`src/inc/fault_history_pkg.sv`:
```
package fault_history_pkg;

    localparam int DATA_W       = 16;
    localparam int ADDR_W       = 4;
    localparam int STAMP_W      = 32;
    localparam int SEL_W        = 4;
    localparam int RECORD_DEPTH = 10;

    localparam logic [DATA_W-1:0] NO_FAULT_CODE = 16'h0000;
    localparam logic [SEL_W-1:0]  SEL_MAX       = 4'h9;
    localparam logic [SEL_W-1:0]  SEL_RESET     = 4'h0;

    // Register indices on the plain register port
    localparam logic [ADDR_W-1:0] PHASE_CURRENT_RMS_IDX  = 4'h0;
    localparam logic [ADDR_W-1:0] BUS_VOLTAGE_LIVE_IDX   = 4'h1;
    localparam logic [ADDR_W-1:0] MODULE_TEMPERATURE_IDX = 4'h2;
    localparam logic [ADDR_W-1:0] FAULT_RECORD_SELECT_IDX = 4'h3;
    localparam logic [ADDR_W-1:0] SELECTED_FAULT_CODE_IDX = 4'h4;
    localparam logic [ADDR_W-1:0] STAMP_LOW_IDX          = 4'h5;
    localparam logic [ADDR_W-1:0] STAMP_HIGH_IDX         = 4'h6;
    localparam logic [ADDR_W-1:0] FAULT_MOTOR_SPEED_IDX  = 4'h7;
    localparam logic [ADDR_W-1:0] FAULT_U_CURRENT_IDX    = 4'h8;
    localparam logic [ADDR_W-1:0] FAULT_V_CURRENT_IDX    = 4'h9;
    localparam logic [ADDR_W-1:0] FAULT_BUS_VOLTAGE_IDX  = 4'ha;
    localparam logic [ADDR_W-1:0] RUN_TIME_LOW_IDX       = 4'hb;
    localparam logic [ADDR_W-1:0] RUN_TIME_HIGH_IDX      = 4'hc;
    localparam logic [ADDR_W-1:0] FAULT_COUNT_IDX        = 4'hd;

    // Running time counts in 0.1 s steps
    localparam int CLOCK_PERIOD_NS  = 50;
    localparam int RUN_TIME_UNIT_NS = 100_000_000;
    localparam int RUN_TICK_CYCLES  = RUN_TIME_UNIT_NS / CLOCK_PERIOD_NS;

    typedef struct packed {
        logic [DATA_W-1:0] phase_current;
        logic [DATA_W-1:0] bus_voltage;
        logic [DATA_W-1:0] temperature;
        logic [DATA_W-1:0] motor_speed;
        logic [DATA_W-1:0] u_current;
        logic [DATA_W-1:0] v_current;
    } meas_t;

    typedef struct packed {
        logic               valid;
        logic [DATA_W-1:0]  code;
        logic [STAMP_W-1:0] stamp;
        logic [DATA_W-1:0]  speed;
        logic [DATA_W-1:0]  u_current;
        logic [DATA_W-1:0]  v_current;
        logic [DATA_W-1:0]  bus_voltage;
    } fault_rec_t;

    localparam fault_rec_t EMPTY_RECORD = '0;

endpackage

```
`src/design/fault_history_recorder.sv`:
```
`timescale 1ns/1ps
module fault_history_recorder #(
    parameter int TICK_CYCLES = fault_history_pkg::RUN_TICK_CYCLES
) (
    // Clock and reset
    input  wire logic                             clock,
    input  wire logic                             rst_n,
    // Live measurements and fault events
    input  wire fault_history_pkg::meas_t         live_meas,
    input  wire logic                             drive_running,
    input  wire logic                             fault_event,
    input  wire logic [fault_history_pkg::DATA_W-1:0] fault_code,
    // Register port
    input  wire logic [fault_history_pkg::ADDR_W-1:0] addr,
    input  wire logic [fault_history_pkg::DATA_W-1:0] wdata,
    input  wire logic                             wr_en,
    input  wire logic                             rd_en,
    output logic      [fault_history_pkg::DATA_W-1:0] rdata
);
    import fault_history_pkg::*;

    localparam int TICK_W = $clog2(TICK_CYCLES) + 1;
    localparam logic [TICK_W-1:0] TICK_LAST = TICK_W'(TICK_CYCLES - 1);
    localparam logic [SEL_W-1:0]  DEPTH_SAT = SEL_W'(RECORD_DEPTH);

    meas_t              meas_q;
    fault_rec_t         records [RECORD_DEPTH];
    fault_rec_t         sel_rec;
    logic [SEL_W-1:0]   record_select;
    logic [SEL_W-1:0]   record_count;
    logic [TICK_W-1:0]  tick_cnt;
    logic               run_tick;
    logic [STAMP_W-1:0] run_time;
    logic               capture;
    logic [DATA_W-1:0]  next_rdata;

    // Live values are refreshed every cycle
    always_ff @(posedge clock) begin
        if (!rst_n) begin
            meas_q <= '0;
        end else begin
            meas_q <= live_meas;
        end
    end

    // Divider for the 0.1 s running-time step
    always_ff @(posedge clock) begin
        if (!rst_n) begin
            tick_cnt <= '0;
            run_tick <= 1'b0;
        end else if (drive_running) begin
            run_tick <= (tick_cnt == TICK_LAST);
            if (tick_cnt == TICK_LAST) begin
                tick_cnt <= '0;
            end else begin
                tick_cnt <= tick_cnt + 1'b1;
            end
        end else begin
            run_tick <= 1'b0;
        end
    end

    // Wraps after about 13.6 years of running, as a 32-bit count must
    always_ff @(posedge clock) begin
        if (!rst_n) begin
            run_time <= '0;
        end else if (run_tick) begin
            run_time <= run_time + 1'b1;
        end
    end

    AST_TICK_IDLE: assert property (@(posedge clock) disable iff (!rst_n)
        !drive_running |=> !run_tick)
        else $error("running-time step while drive stopped");

    AST_RUN_STEP: assert property (@(posedge clock) disable iff (!rst_n)
        run_tick |=> run_time == $past(run_time) + 1'b1)
        else $error("running time did not advance on its step");

    AST_RUN_HOLD: assert property (@(posedge clock) disable iff (!rst_n)
        !run_tick |=> $stable(run_time))
        else $error("running time moved without a step");

    // A zero code would read as an empty slot, so it is not recorded
    assign capture = fault_event && (fault_code != NO_FAULT_CODE);

    AST_ZERO_CODE_IGNORED: assert property (@(posedge clock) disable iff (!rst_n)
        fault_event && fault_code == NO_FAULT_CODE |=> $stable(records[0]))
        else $error("zero fault code was recorded");

    AST_CODE_CAPTURE: assert property (@(posedge clock) disable iff (!rst_n)
        capture |=> records[0].code == $past(fault_code) && records[0].valid)
        else $error("fault code not captured");

    AST_CODE_NONZERO: assert property (@(posedge clock) disable iff (!rst_n)
        records[0].valid |-> records[0].code != NO_FAULT_CODE)
        else $error("valid record holds the empty code");

    // Newest record, built from the latched snapshot
    always_ff @(posedge clock) begin
        if (!rst_n) begin
            records[0] <= EMPTY_RECORD;
        end else if (capture) begin
            records[0].valid       <= 1'b1;
            records[0].code        <= fault_code;
            records[0].stamp       <= run_time;
            records[0].speed       <= meas_q.motor_speed;
            records[0].u_current   <= meas_q.u_current;
            records[0].v_current   <= meas_q.v_current;
            records[0].bus_voltage <= meas_q.bus_voltage;
        end
    end

    // Older records age by one place; the last one falls off
    for (genvar g = 1; g < RECORD_DEPTH; g++) begin : g_age
        always_ff @(posedge clock) begin
            if (!rst_n) begin
                records[g] <= EMPTY_RECORD;
            end else if (capture) begin
                records[g] <= records[g-1];
            end
        end

        AST_AGE_STEP: assert property (@(posedge clock) disable iff (!rst_n)
            capture |=> records[g] == $past(records[g-1]))
            else $error("record did not take its younger neighbour");

        AST_AGE_HOLD: assert property (@(posedge clock) disable iff (!rst_n)
            !capture |=> $stable(records[g]))
            else $error("record aged without a fault");
    end

    always_ff @(posedge clock) begin
        if (!rst_n) begin
            record_count <= '0;
        end else if (capture && record_count != DEPTH_SAT) begin
            record_count <= record_count + 1'b1;
        end
    end

    AST_COUNT_SAT: assert property (@(posedge clock) disable iff (!rst_n)
        record_count <= DEPTH_SAT)
        else $error("fault count beyond record depth");

    AST_COUNT_EMPTY: assert property (@(posedge clock) disable iff (!rst_n)
        record_count == '0 |-> !records[0].valid)
        else $error("newest record valid with zero fault count");

    // Out-of-range selections are ignored rather than wrapped
    always_ff @(posedge clock) begin
        if (!rst_n) begin
            record_select <= SEL_RESET;
        end else if (wr_en && addr == FAULT_RECORD_SELECT_IDX && wdata <= DATA_W'(SEL_MAX)) begin
            record_select <= wdata[SEL_W-1:0];
        end
    end

    AST_SELECT_HOLD: assert property (@(posedge clock) disable iff (!rst_n)
        !(wr_en && addr == FAULT_RECORD_SELECT_IDX) |=> $stable(record_select))
        else $error("record selector changed without a write");

    AST_SELECT_READBACK: assert property (@(posedge clock) disable iff (!rst_n)
        rd_en && addr == FAULT_RECORD_SELECT_IDX |=> rdata == DATA_W'($past(record_select)))
        else $error("record selector read back wrong");

    // Empty slots read as all zero
    always_comb begin
        sel_rec = records[record_select];
        if (!sel_rec.valid) begin
            sel_rec = EMPTY_RECORD;
        end
    end

    always_comb begin
        next_rdata = '0;
        case (addr)
            PHASE_CURRENT_RMS_IDX: begin
                next_rdata = meas_q.phase_current;
            end
            BUS_VOLTAGE_LIVE_IDX: begin
                next_rdata = meas_q.bus_voltage;
            end
            MODULE_TEMPERATURE_IDX: begin
                next_rdata = meas_q.temperature;
            end
            FAULT_RECORD_SELECT_IDX: begin
                next_rdata = DATA_W'(record_select);
            end
            SELECTED_FAULT_CODE_IDX: begin
                next_rdata = sel_rec.code;
            end
            STAMP_LOW_IDX: begin
                next_rdata = sel_rec.stamp[DATA_W-1:0];
            end
            STAMP_HIGH_IDX: begin
                next_rdata = sel_rec.stamp[STAMP_W-1:DATA_W];
            end
            FAULT_MOTOR_SPEED_IDX: begin
                next_rdata = sel_rec.speed;
            end
            FAULT_U_CURRENT_IDX: begin
                next_rdata = sel_rec.u_current;
            end
            FAULT_V_CURRENT_IDX: begin
                next_rdata = sel_rec.v_current;
            end
            FAULT_BUS_VOLTAGE_IDX: begin
                next_rdata = sel_rec.bus_voltage;
            end
            RUN_TIME_LOW_IDX: begin
                next_rdata = run_time[DATA_W-1:0];
            end
            RUN_TIME_HIGH_IDX: begin
                next_rdata = run_time[STAMP_W-1:DATA_W];
            end
            FAULT_COUNT_IDX: begin
                next_rdata = DATA_W'(record_count);
            end
            default: begin
                next_rdata = '0;
            end
        endcase
    end

    // Read data stand for one cycle after each cycle of rd_en, and read as zero otherwise
    always_ff @(posedge clock) begin
        if (!rst_n) begin
            rdata <= '0;
        end else if (rd_en) begin
            rdata <= next_rdata;
        end else begin
            rdata <= '0;
        end
    end

    AST_LIVE_CURRENT: assert property (@(posedge clock) disable iff (!rst_n)
        rd_en && addr == PHASE_CURRENT_RMS_IDX && $past(rst_n, 2)
        |=> rdata == $past(live_meas.phase_current, 2))
        else $error("live phase current read mismatch");

    AST_LIVE_BUS: assert property (@(posedge clock) disable iff (!rst_n)
        rd_en && addr == BUS_VOLTAGE_LIVE_IDX && $past(rst_n, 2)
        |=> rdata == $past(live_meas.bus_voltage, 2))
        else $error("live bus voltage read mismatch");

    AST_LIVE_TEMP: assert property (@(posedge clock) disable iff (!rst_n)
        rd_en && addr == MODULE_TEMPERATURE_IDX && $past(rst_n, 2)
        |=> rdata == $past(live_meas.temperature, 2))
        else $error("module temperature read mismatch");

    AST_SELECT_WRITE: assert property (@(posedge clock) disable iff (!rst_n)
        wr_en && addr == FAULT_RECORD_SELECT_IDX
        |=> (record_select == $past(wdata[SEL_W-1:0]) && $past(wdata) <= DATA_W'(SEL_MAX))
            || ($stable(record_select) && $past(wdata) > DATA_W'(SEL_MAX)))
        else $error("record selector update wrong");

    AST_SELECT_RANGE: assert property (@(posedge clock) disable iff (!rst_n)
        record_select <= SEL_MAX)
        else $error("record selector out of range");

    AST_EMPTY_CODE: assert property (@(posedge clock) disable iff (!rst_n)
        rd_en && addr == SELECTED_FAULT_CODE_IDX && !records[record_select].valid
        |=> rdata == NO_FAULT_CODE)
        else $error("empty record shows nonzero code");

    AST_CODE_FOLLOWS: assert property (@(posedge clock) disable iff (!rst_n)
        rd_en && addr == SELECTED_FAULT_CODE_IDX && records[record_select].valid
        |=> rdata == $past(records[record_select].code))
        else $error("selected fault code mismatch");

    AST_STAMP_CAPTURE: assert property (@(posedge clock) disable iff (!rst_n)
        capture |=> records[0].stamp == $past(run_time) && records[0].valid)
        else $error("fault timestamp not captured");

    AST_EMPTY_STAMP: assert property (@(posedge clock) disable iff (!rst_n)
        rd_en && (addr == STAMP_LOW_IDX || addr == STAMP_HIGH_IDX)
        && !records[record_select].valid |=> rdata == '0)
        else $error("empty record shows nonzero timestamp");

    AST_SPEED_CAPTURE: assert property (@(posedge clock) disable iff (!rst_n)
        capture && $past(rst_n) |=> records[0].speed == $past(live_meas.motor_speed, 2))
        else $error("fault speed not captured");

    AST_U_CAPTURE: assert property (@(posedge clock) disable iff (!rst_n)
        capture && $past(rst_n) |=> records[0].u_current == $past(live_meas.u_current, 2))
        else $error("fault U current not captured");

    AST_V_CAPTURE: assert property (@(posedge clock) disable iff (!rst_n)
        capture && $past(rst_n) |=> records[0].v_current == $past(live_meas.v_current, 2))
        else $error("fault V current not captured");

    AST_BUS_CAPTURE: assert property (@(posedge clock) disable iff (!rst_n)
        capture && $past(rst_n) |=> records[0].bus_voltage == $past(live_meas.bus_voltage, 2))
        else $error("fault bus voltage not captured");

    AST_EMPTY_SNAPSHOT: assert property (@(posedge clock) disable iff (!rst_n)
        rd_en && addr >= FAULT_MOTOR_SPEED_IDX && addr <= FAULT_BUS_VOLTAGE_IDX
        && !records[record_select].valid |=> rdata == '0)
        else $error("empty record shows nonzero snapshot");

    AST_SHIFT: assert property (@(posedge clock) disable iff (!rst_n)
        capture |=> records[RECORD_DEPTH-1] == $past(records[RECORD_DEPTH-2])
                 && records[1] == $past(records[0]))
        else $error("records did not age by one place");

    AST_HOLD: assert property (@(posedge clock) disable iff (!rst_n)
        !capture |=> $stable(records[RECORD_DEPTH-1]) && $stable(records[0]))
        else $error("records changed without a fault");

    AST_RESET_EMPTY: assert property (@(posedge clock) disable iff (!rst_n)
        $rose(rst_n) |-> !records[0].valid && !records[RECORD_DEPTH-1].valid
                      && record_count == '0)
        else $error("records not empty after reset");

    AST_RESET_SELECT: assert property (@(posedge clock) disable iff (!rst_n)
        $rose(rst_n) |-> record_select == SEL_RESET && run_time == '0)
        else $error("selector or running time not cleared by reset");

    AST_STAMP_LOW_FOLLOWS: assert property (@(posedge clock) disable iff (!rst_n)
        rd_en && addr == STAMP_LOW_IDX && records[record_select].valid
        |=> rdata == $past(records[record_select].stamp[DATA_W-1:0]))
        else $error("selected timestamp low half mismatch");

    AST_STAMP_HIGH_FOLLOWS: assert property (@(posedge clock) disable iff (!rst_n)
        rd_en && addr == STAMP_HIGH_IDX && records[record_select].valid
        |=> rdata == $past(records[record_select].stamp[STAMP_W-1:DATA_W]))
        else $error("selected timestamp high half mismatch");

    AST_SPEED_FOLLOWS: assert property (@(posedge clock) disable iff (!rst_n)
        rd_en && addr == FAULT_MOTOR_SPEED_IDX && records[record_select].valid
        |=> rdata == $past(records[record_select].speed))
        else $error("selected fault speed mismatch");

    AST_U_FOLLOWS: assert property (@(posedge clock) disable iff (!rst_n)
        rd_en && addr == FAULT_U_CURRENT_IDX && records[record_select].valid
        |=> rdata == $past(records[record_select].u_current))
        else $error("selected fault U current mismatch");

    AST_V_FOLLOWS: assert property (@(posedge clock) disable iff (!rst_n)
        rd_en && addr == FAULT_V_CURRENT_IDX && records[record_select].valid
        |=> rdata == $past(records[record_select].v_current))
        else $error("selected fault V current mismatch");

    AST_BUS_FOLLOWS: assert property (@(posedge clock) disable iff (!rst_n)
        rd_en && addr == FAULT_BUS_VOLTAGE_IDX && records[record_select].valid
        |=> rdata == $past(records[record_select].bus_voltage))
        else $error("selected fault bus voltage mismatch");

endmodule

```
`config.mk`:
```
export PLATFORM = sky130hd
export DESIGN_NAME = fault_history_recorder
export DESIGN_NICKNAME = d
export VERILOG_FILES = /design/src/inc/fault_history_pkg.sv /design/src/design/fault_history_recorder.sv
export SDC_FILE = /design/constraint.sdc
export NUM_CORES = 2
export LEC_CHECK = 0
export BUFFER_PORTS_ARGS = -buffer_cell sky130_fd_sc_hd__buf_2
export CAP_MARGIN = 20
export CORE_MARGIN = 3
export CORE_UTILIZATION = 56
export CTS_CLUSTER_SIZE = 14
export DETAILED_ROUTE_END_ITERATION = 10
export GPL_TIMING_DRIVEN = 0
export PLACE_DENSITY_LB_ADDON = 0.08
export SLEW_MARGIN = 40
export SYNTH_ARGS = -nofsm -noshare
export SYNTH_HDL_FRONTEND = slang
export SYNTH_SLANG_ARGS = --single-unit
export TNS_END_PERCENT = 1
```
`constraint.sdc`:
```
create_clock -name clock -period 74.8 [get_ports clock]
set_input_delay 3.74 -clock clock [delete_from_list [all_inputs] [get_ports clock]]
set_output_delay 3.74 -clock clock [all_outputs]
set_load 0.02 [all_outputs]
```
* After elaboration in Yosys (flattened, before gate mapping)
Memories as Yosys holds them, arrays and structs flattened. A register that Yosys moved wholly into a read port is not among the register bits.
Cells that the tools add are included.
** Storage, ports and cells
- Flip-flop bits (word level) :: 175
- Memories :: 1
- Word-level logic and storage cells :: 81
- RAM bits :: 1130
- Input port bits :: 138
** Operators by class
- $lt $le $gt $ge :: 1
- Bitwise logic cells :: 16
- $add $sub $neg :: 3
- Equal/unequal tests :: 15
- Reductions and logical operators :: 8
- Muxes and demuxes :: 25
** Memory list
- records :: depth 10, bits a word 113, read ports 10, clocked after Yosys merged registers in 1, wr ports 10, line fault_history_recorder.sv:27 : fault_rec_t records [RECORD_DEPTH];
** Operator list (count)
- 2-to-1 mux 113 bit :: 9
- one-hot mux 16 bit (14 select lines) :: 1
- 2-to-1 mux 112 bit :: 1
- 2-to-1 mux 16 bit :: 5
- adder 32 x 1 -> 32 bit (second input constant) :: 1
- 2-to-1 mux 32 bit :: 1
- == test 4 bit (second input constant) :: 6
- adder 22 x 1 -> 22 bit (second input constant) :: 1
- == test 22 x 21 -> 1 bit (second input constant) :: 1
- 2-to-1 mux 22 bit :: 1
- == test 4 x 3 -> 1 bit (second input constant) :: 4
- <= comparator 16 x 4 -> 1 bit (second input constant) :: 1
- OR 1 bit :: 16
- nonzero test 16 bit :: 1
- == test 4 x 2 -> 1 bit (second input constant) :: 2
- 2-to-1 mux 4 bit :: 2
- 2-to-1 mux 1 bit :: 5
- adder 4 x 1 -> 4 bit (second input constant) :: 1
- == test 4 x 1 -> 1 bit (second input constant) :: 1
- logical AND 1 bit :: 4
- zero test 4 bit :: 1
- inequality test 4 bit (second input constant) :: 1
- AND reduction 2 bit :: 2

* Logic depth before layout (Yosys ltp)
- Word-level depth :: 6
- Gate-level depth with buffers :: 10

* Worst setup path before layout
No wires, ideal clock.
- Kind :: input to register
- Start point :: input port fault_code[5] in the netlist's numbering
- End point :: memory records[0][0] in the netlist's numbering (enable)
- Buffers on the path :: 0
- Stages on the path :: 3
- Required time :: 73.085 ns
- Data arrival time :: 30.985 ns
- Slack :: 42.099 ns
- Path through :: nor4_1 -> a41oi_1 -> nand2b_1
** RTL lines
- from (decl) :: line fault_history_recorder.sv:12 : input wire logic [fault_history_pkg::DATA_W-1:0] fault_code,
- to (decl) :: line fault_history_recorder.sv:27

* Worst setup path in the final report
- Start point :: input port addr[3] in the netlist's numbering
- End point :: register rdata[1] in the netlist's numbering
** On the way
- Longest elaborated chain between the ends :: 2
- Elaborated cells between the ends (all ways) :: 15
** Ends and longest elaborated chain
- from (decl) :: line fault_history_recorder.sv:14 : input wire logic [fault_history_pkg::ADDR_W-1:0] addr,
- == test 4 bit, or another cell as far along :: line fault_history_recorder.sv:176 : case (addr)
- one-hot mux 16 bit (14 select lines) * :: line fault_history_recorder.sv:176
- to (signal assigned) :: line fault_history_recorder.sv:230 : rdata <= next_rdata;
- to (decl) :: line fault_history_recorder.sv:18 : output logic [fault_history_pkg::DATA_W-1:0] rdata
Mark *: on every way between the ends. The rest lies on a longest branch, timed or not.
A chain may end at the register's enable or synchronous reset.

==> results.toml <==
[global_routing]
grtUsageTotal_pct = 33.7
grt_pass1_vias = 35000
grt_overflow = 0
antenna_found_initial = 11
grt_pass1_wl_um = 254000
grt_max_degree = 45

[layout]
syn_to_final_growth_pct = 13.5
multi_input_area_mm2 = 0.0187
stdcell_count = 5735
layout-drive-gt1-share_pct = 17.3
fillCellCount = 7528
finalNetCount = 4400
final_util_pct = 64.7
regArea_mm2 = 0.0375

[outcome]
outcome = "finished clean"

[clocking]
cts_root_buffer = "clkbuf_16"
cts_made_buffers = 141
clock_latency_ns = 0.76
cts_resized = 0
clk_pin_slew_worst_paths_ns = 0.06
htreeDepth = 4
cts_tree = "built"
ctsHoldBuffers = 0
cts_setup_buffers = 0
clock_path_buffers = 3
cts.sinks = 1309

[sta]
rsz0062_at_grt = "no"
final-setup-viol-count = 0
timing.final.crit_share_pct = 9.29
final_max_slew_viol_count = 0
tns_ns = 0
hold_violations = 0
fin_worst_skew_ns = 0.0326
timing.hold.ws_ns = 0.497
clock.fmax_mhz = 144
relSlewSlack_pct = 32.4
min_period_ns = 6.95
tightestPinTransition_ns = 1.01

[placed_design]
io_buffers = 152
placedCellCount = 5472
place_hpwl_um = 130000
gp_congestion = 0.985

[die]
fp-row-count = 116
io_pins = 154
chipWidth_um = 327
die_h_um = 327
start_util_pct = 57.0
dieArea_mm2 = 0.107
coreArea_mm2 = 0.101

[setup_path]
cp_max_fo = 10
crit_buf_inv = 4
crit_type = "input port to flip-flop"
cpMostUsedCell = "clkbuf_1"
cp_data_arrival_time_ns = 7.43
worst_path_largest_cell_delay_ns = 0.75
cp_top_family = "buffers and inverters"
cp.required_ns = 75.28
cp-start-kind = "input port"
crit_path_cell_trace = "buf_2 > clkbuf_1 > or4b_1 > clkbuf_1 > buf_1 > o22ai_1 > o221ai_1 > a31oi_1"
rrSetupSlack_ns = 70.30
cp_slowest_cell = "o221ai_1"
endpoint_kind = "flip-flop"

[drt]
drt_iter0_markers = 5709
drc = 0
drtPass1Iterations = 6
wire_per_inst_um = 31.4
antenna_left = 0
drt-total-wl_um = 180000
num_vias = 36700
vias_per_cell = 6.39

[run]
cap_violations = 0

[logic_synthesis]
synth_warnings = 0
synth_edf_count = 1130
ys_top_cells_by_area = "edfxtp_1, and2_1, mux4_2"
synth_top_area_share_pct = 59.0
ys_async_sr_fraction_pct = 0
syn_nets = 4070
synth-seq-cells = 1309
synth_cell_types = 71
seq_area_frac_synth_pct = 65.2
ys_dominant_reg_cell = "edfxtp_1"
synth_most_common_cell = "and2_1"
synthCells = 3928
syn_area_per_cell_um2 = 14.7
yosys.area.top_type = "edfxtp_1"
synth_top_cells_by_count = "and2_1, edfxtp_1, mux4_2"
syn_area_mm2 = 0.0576

[min_path]
hold_class = "flip-flop to flip-flop"

[power]
power_density_mw_per_mm2 = 24.9
ir_worst_vdd_uv = 19.3
leakagePower_nw = 24.3
totalPowerFinal_w = 0.00163
==> stage by stage <==
step	area, µm²	setup slack, ns
6_report	65300	67.85
5_1_grt	65300	67.85
4_1_cts	65300	68.19
3_3_place_gp	60000	29.77
3_5_place_dp	60800	67.39
2_1_floorplan	57600	42.10
==> cells by family after synthesis <==
logic type,count (synthesis),synth area share [%]
AOI/OAI and AO/OA,361,4.54
xor gates and xnor gates,49,0.746
adders and majority gates,4,0.0870
buffers and inverters,302,2.38
DFF,1309,65.2
muxes,389,11.2
and+or+nand+nor,1514,15.9
==> per-layer routing <==
layer	wire length (µm)	GRT usage, %	up-vias
li1	-	-	15200
met1	72700	48.6	18800
met2	78000	48.7	2279
met3	21500	9.64	343
met4	7570	13.0	4
met5	89	0.543	-
==> final cells by class <==
class	count	share of cell area (%)
Sequential cell	1309	57.4
Multi-Input combinational cell	2317	28.6
Clock buffer	199	6.20
Tap cell	1357	2.60
Timing Repair Buffer	187	2.26
Buffer	285	2.04
Clock inverter	57	0.695
Inverter	17	0.0977
Antenna cell	7	0.0268
==> worst paths after layout <==
kind / from / end / cells past startpoint
max reg2reg: flip-flop / rdata[12] / 9
min: meas_q[27] / records[0][43] / 1
min reg2reg: meas_q[27] / records[0][43] / 1
max: addr[3] / rdata[1] / 8
==> cell usage in the layout (no fill, tap or decap), drive strengths merged, types with 9 or more instances in the layout <==
cell and n:
a21oi 45, edfxtp 1130, and2 1231, xor2 20, nor3 14, buf 280, a221oi 52, a22oi 65
o21ai 51, a22o 12, nand2 72, mux2 43, inv 20, o221ai 26, o22ai 26, nand3 35
nor4 20, xnor2 29, mux2i 150, dfxtp 179, clkbuf 391, mux4 196, clkinv 45, and3 9
o211ai 17, nand4 15, a31oi 13, a31o 12, and4 10, nor2 72
==> registers in the layout, summed over array words and instances, names as in the netlist, named ones only <==
register       flops
records         1130
meas_q            96
run_time          32
tick_cnt          22
rdata             16
record_count       4
record_select      4
run_tick           1
==> where the power goes <==
| part | switching (W) | internal [W] | leakage [nW] |
|---|---|---|---|
| registers | 0.0000235 | 0.000836 | 14.0 |
| logic | 0.0000525 | 0.0000312 | 8.15 |
| clock network | 0.000288 | 0.000398 | 2.20 |
| total | 0.000364 | 0.00127 | 24.3 |
Power figures use the tool's default switching activity.
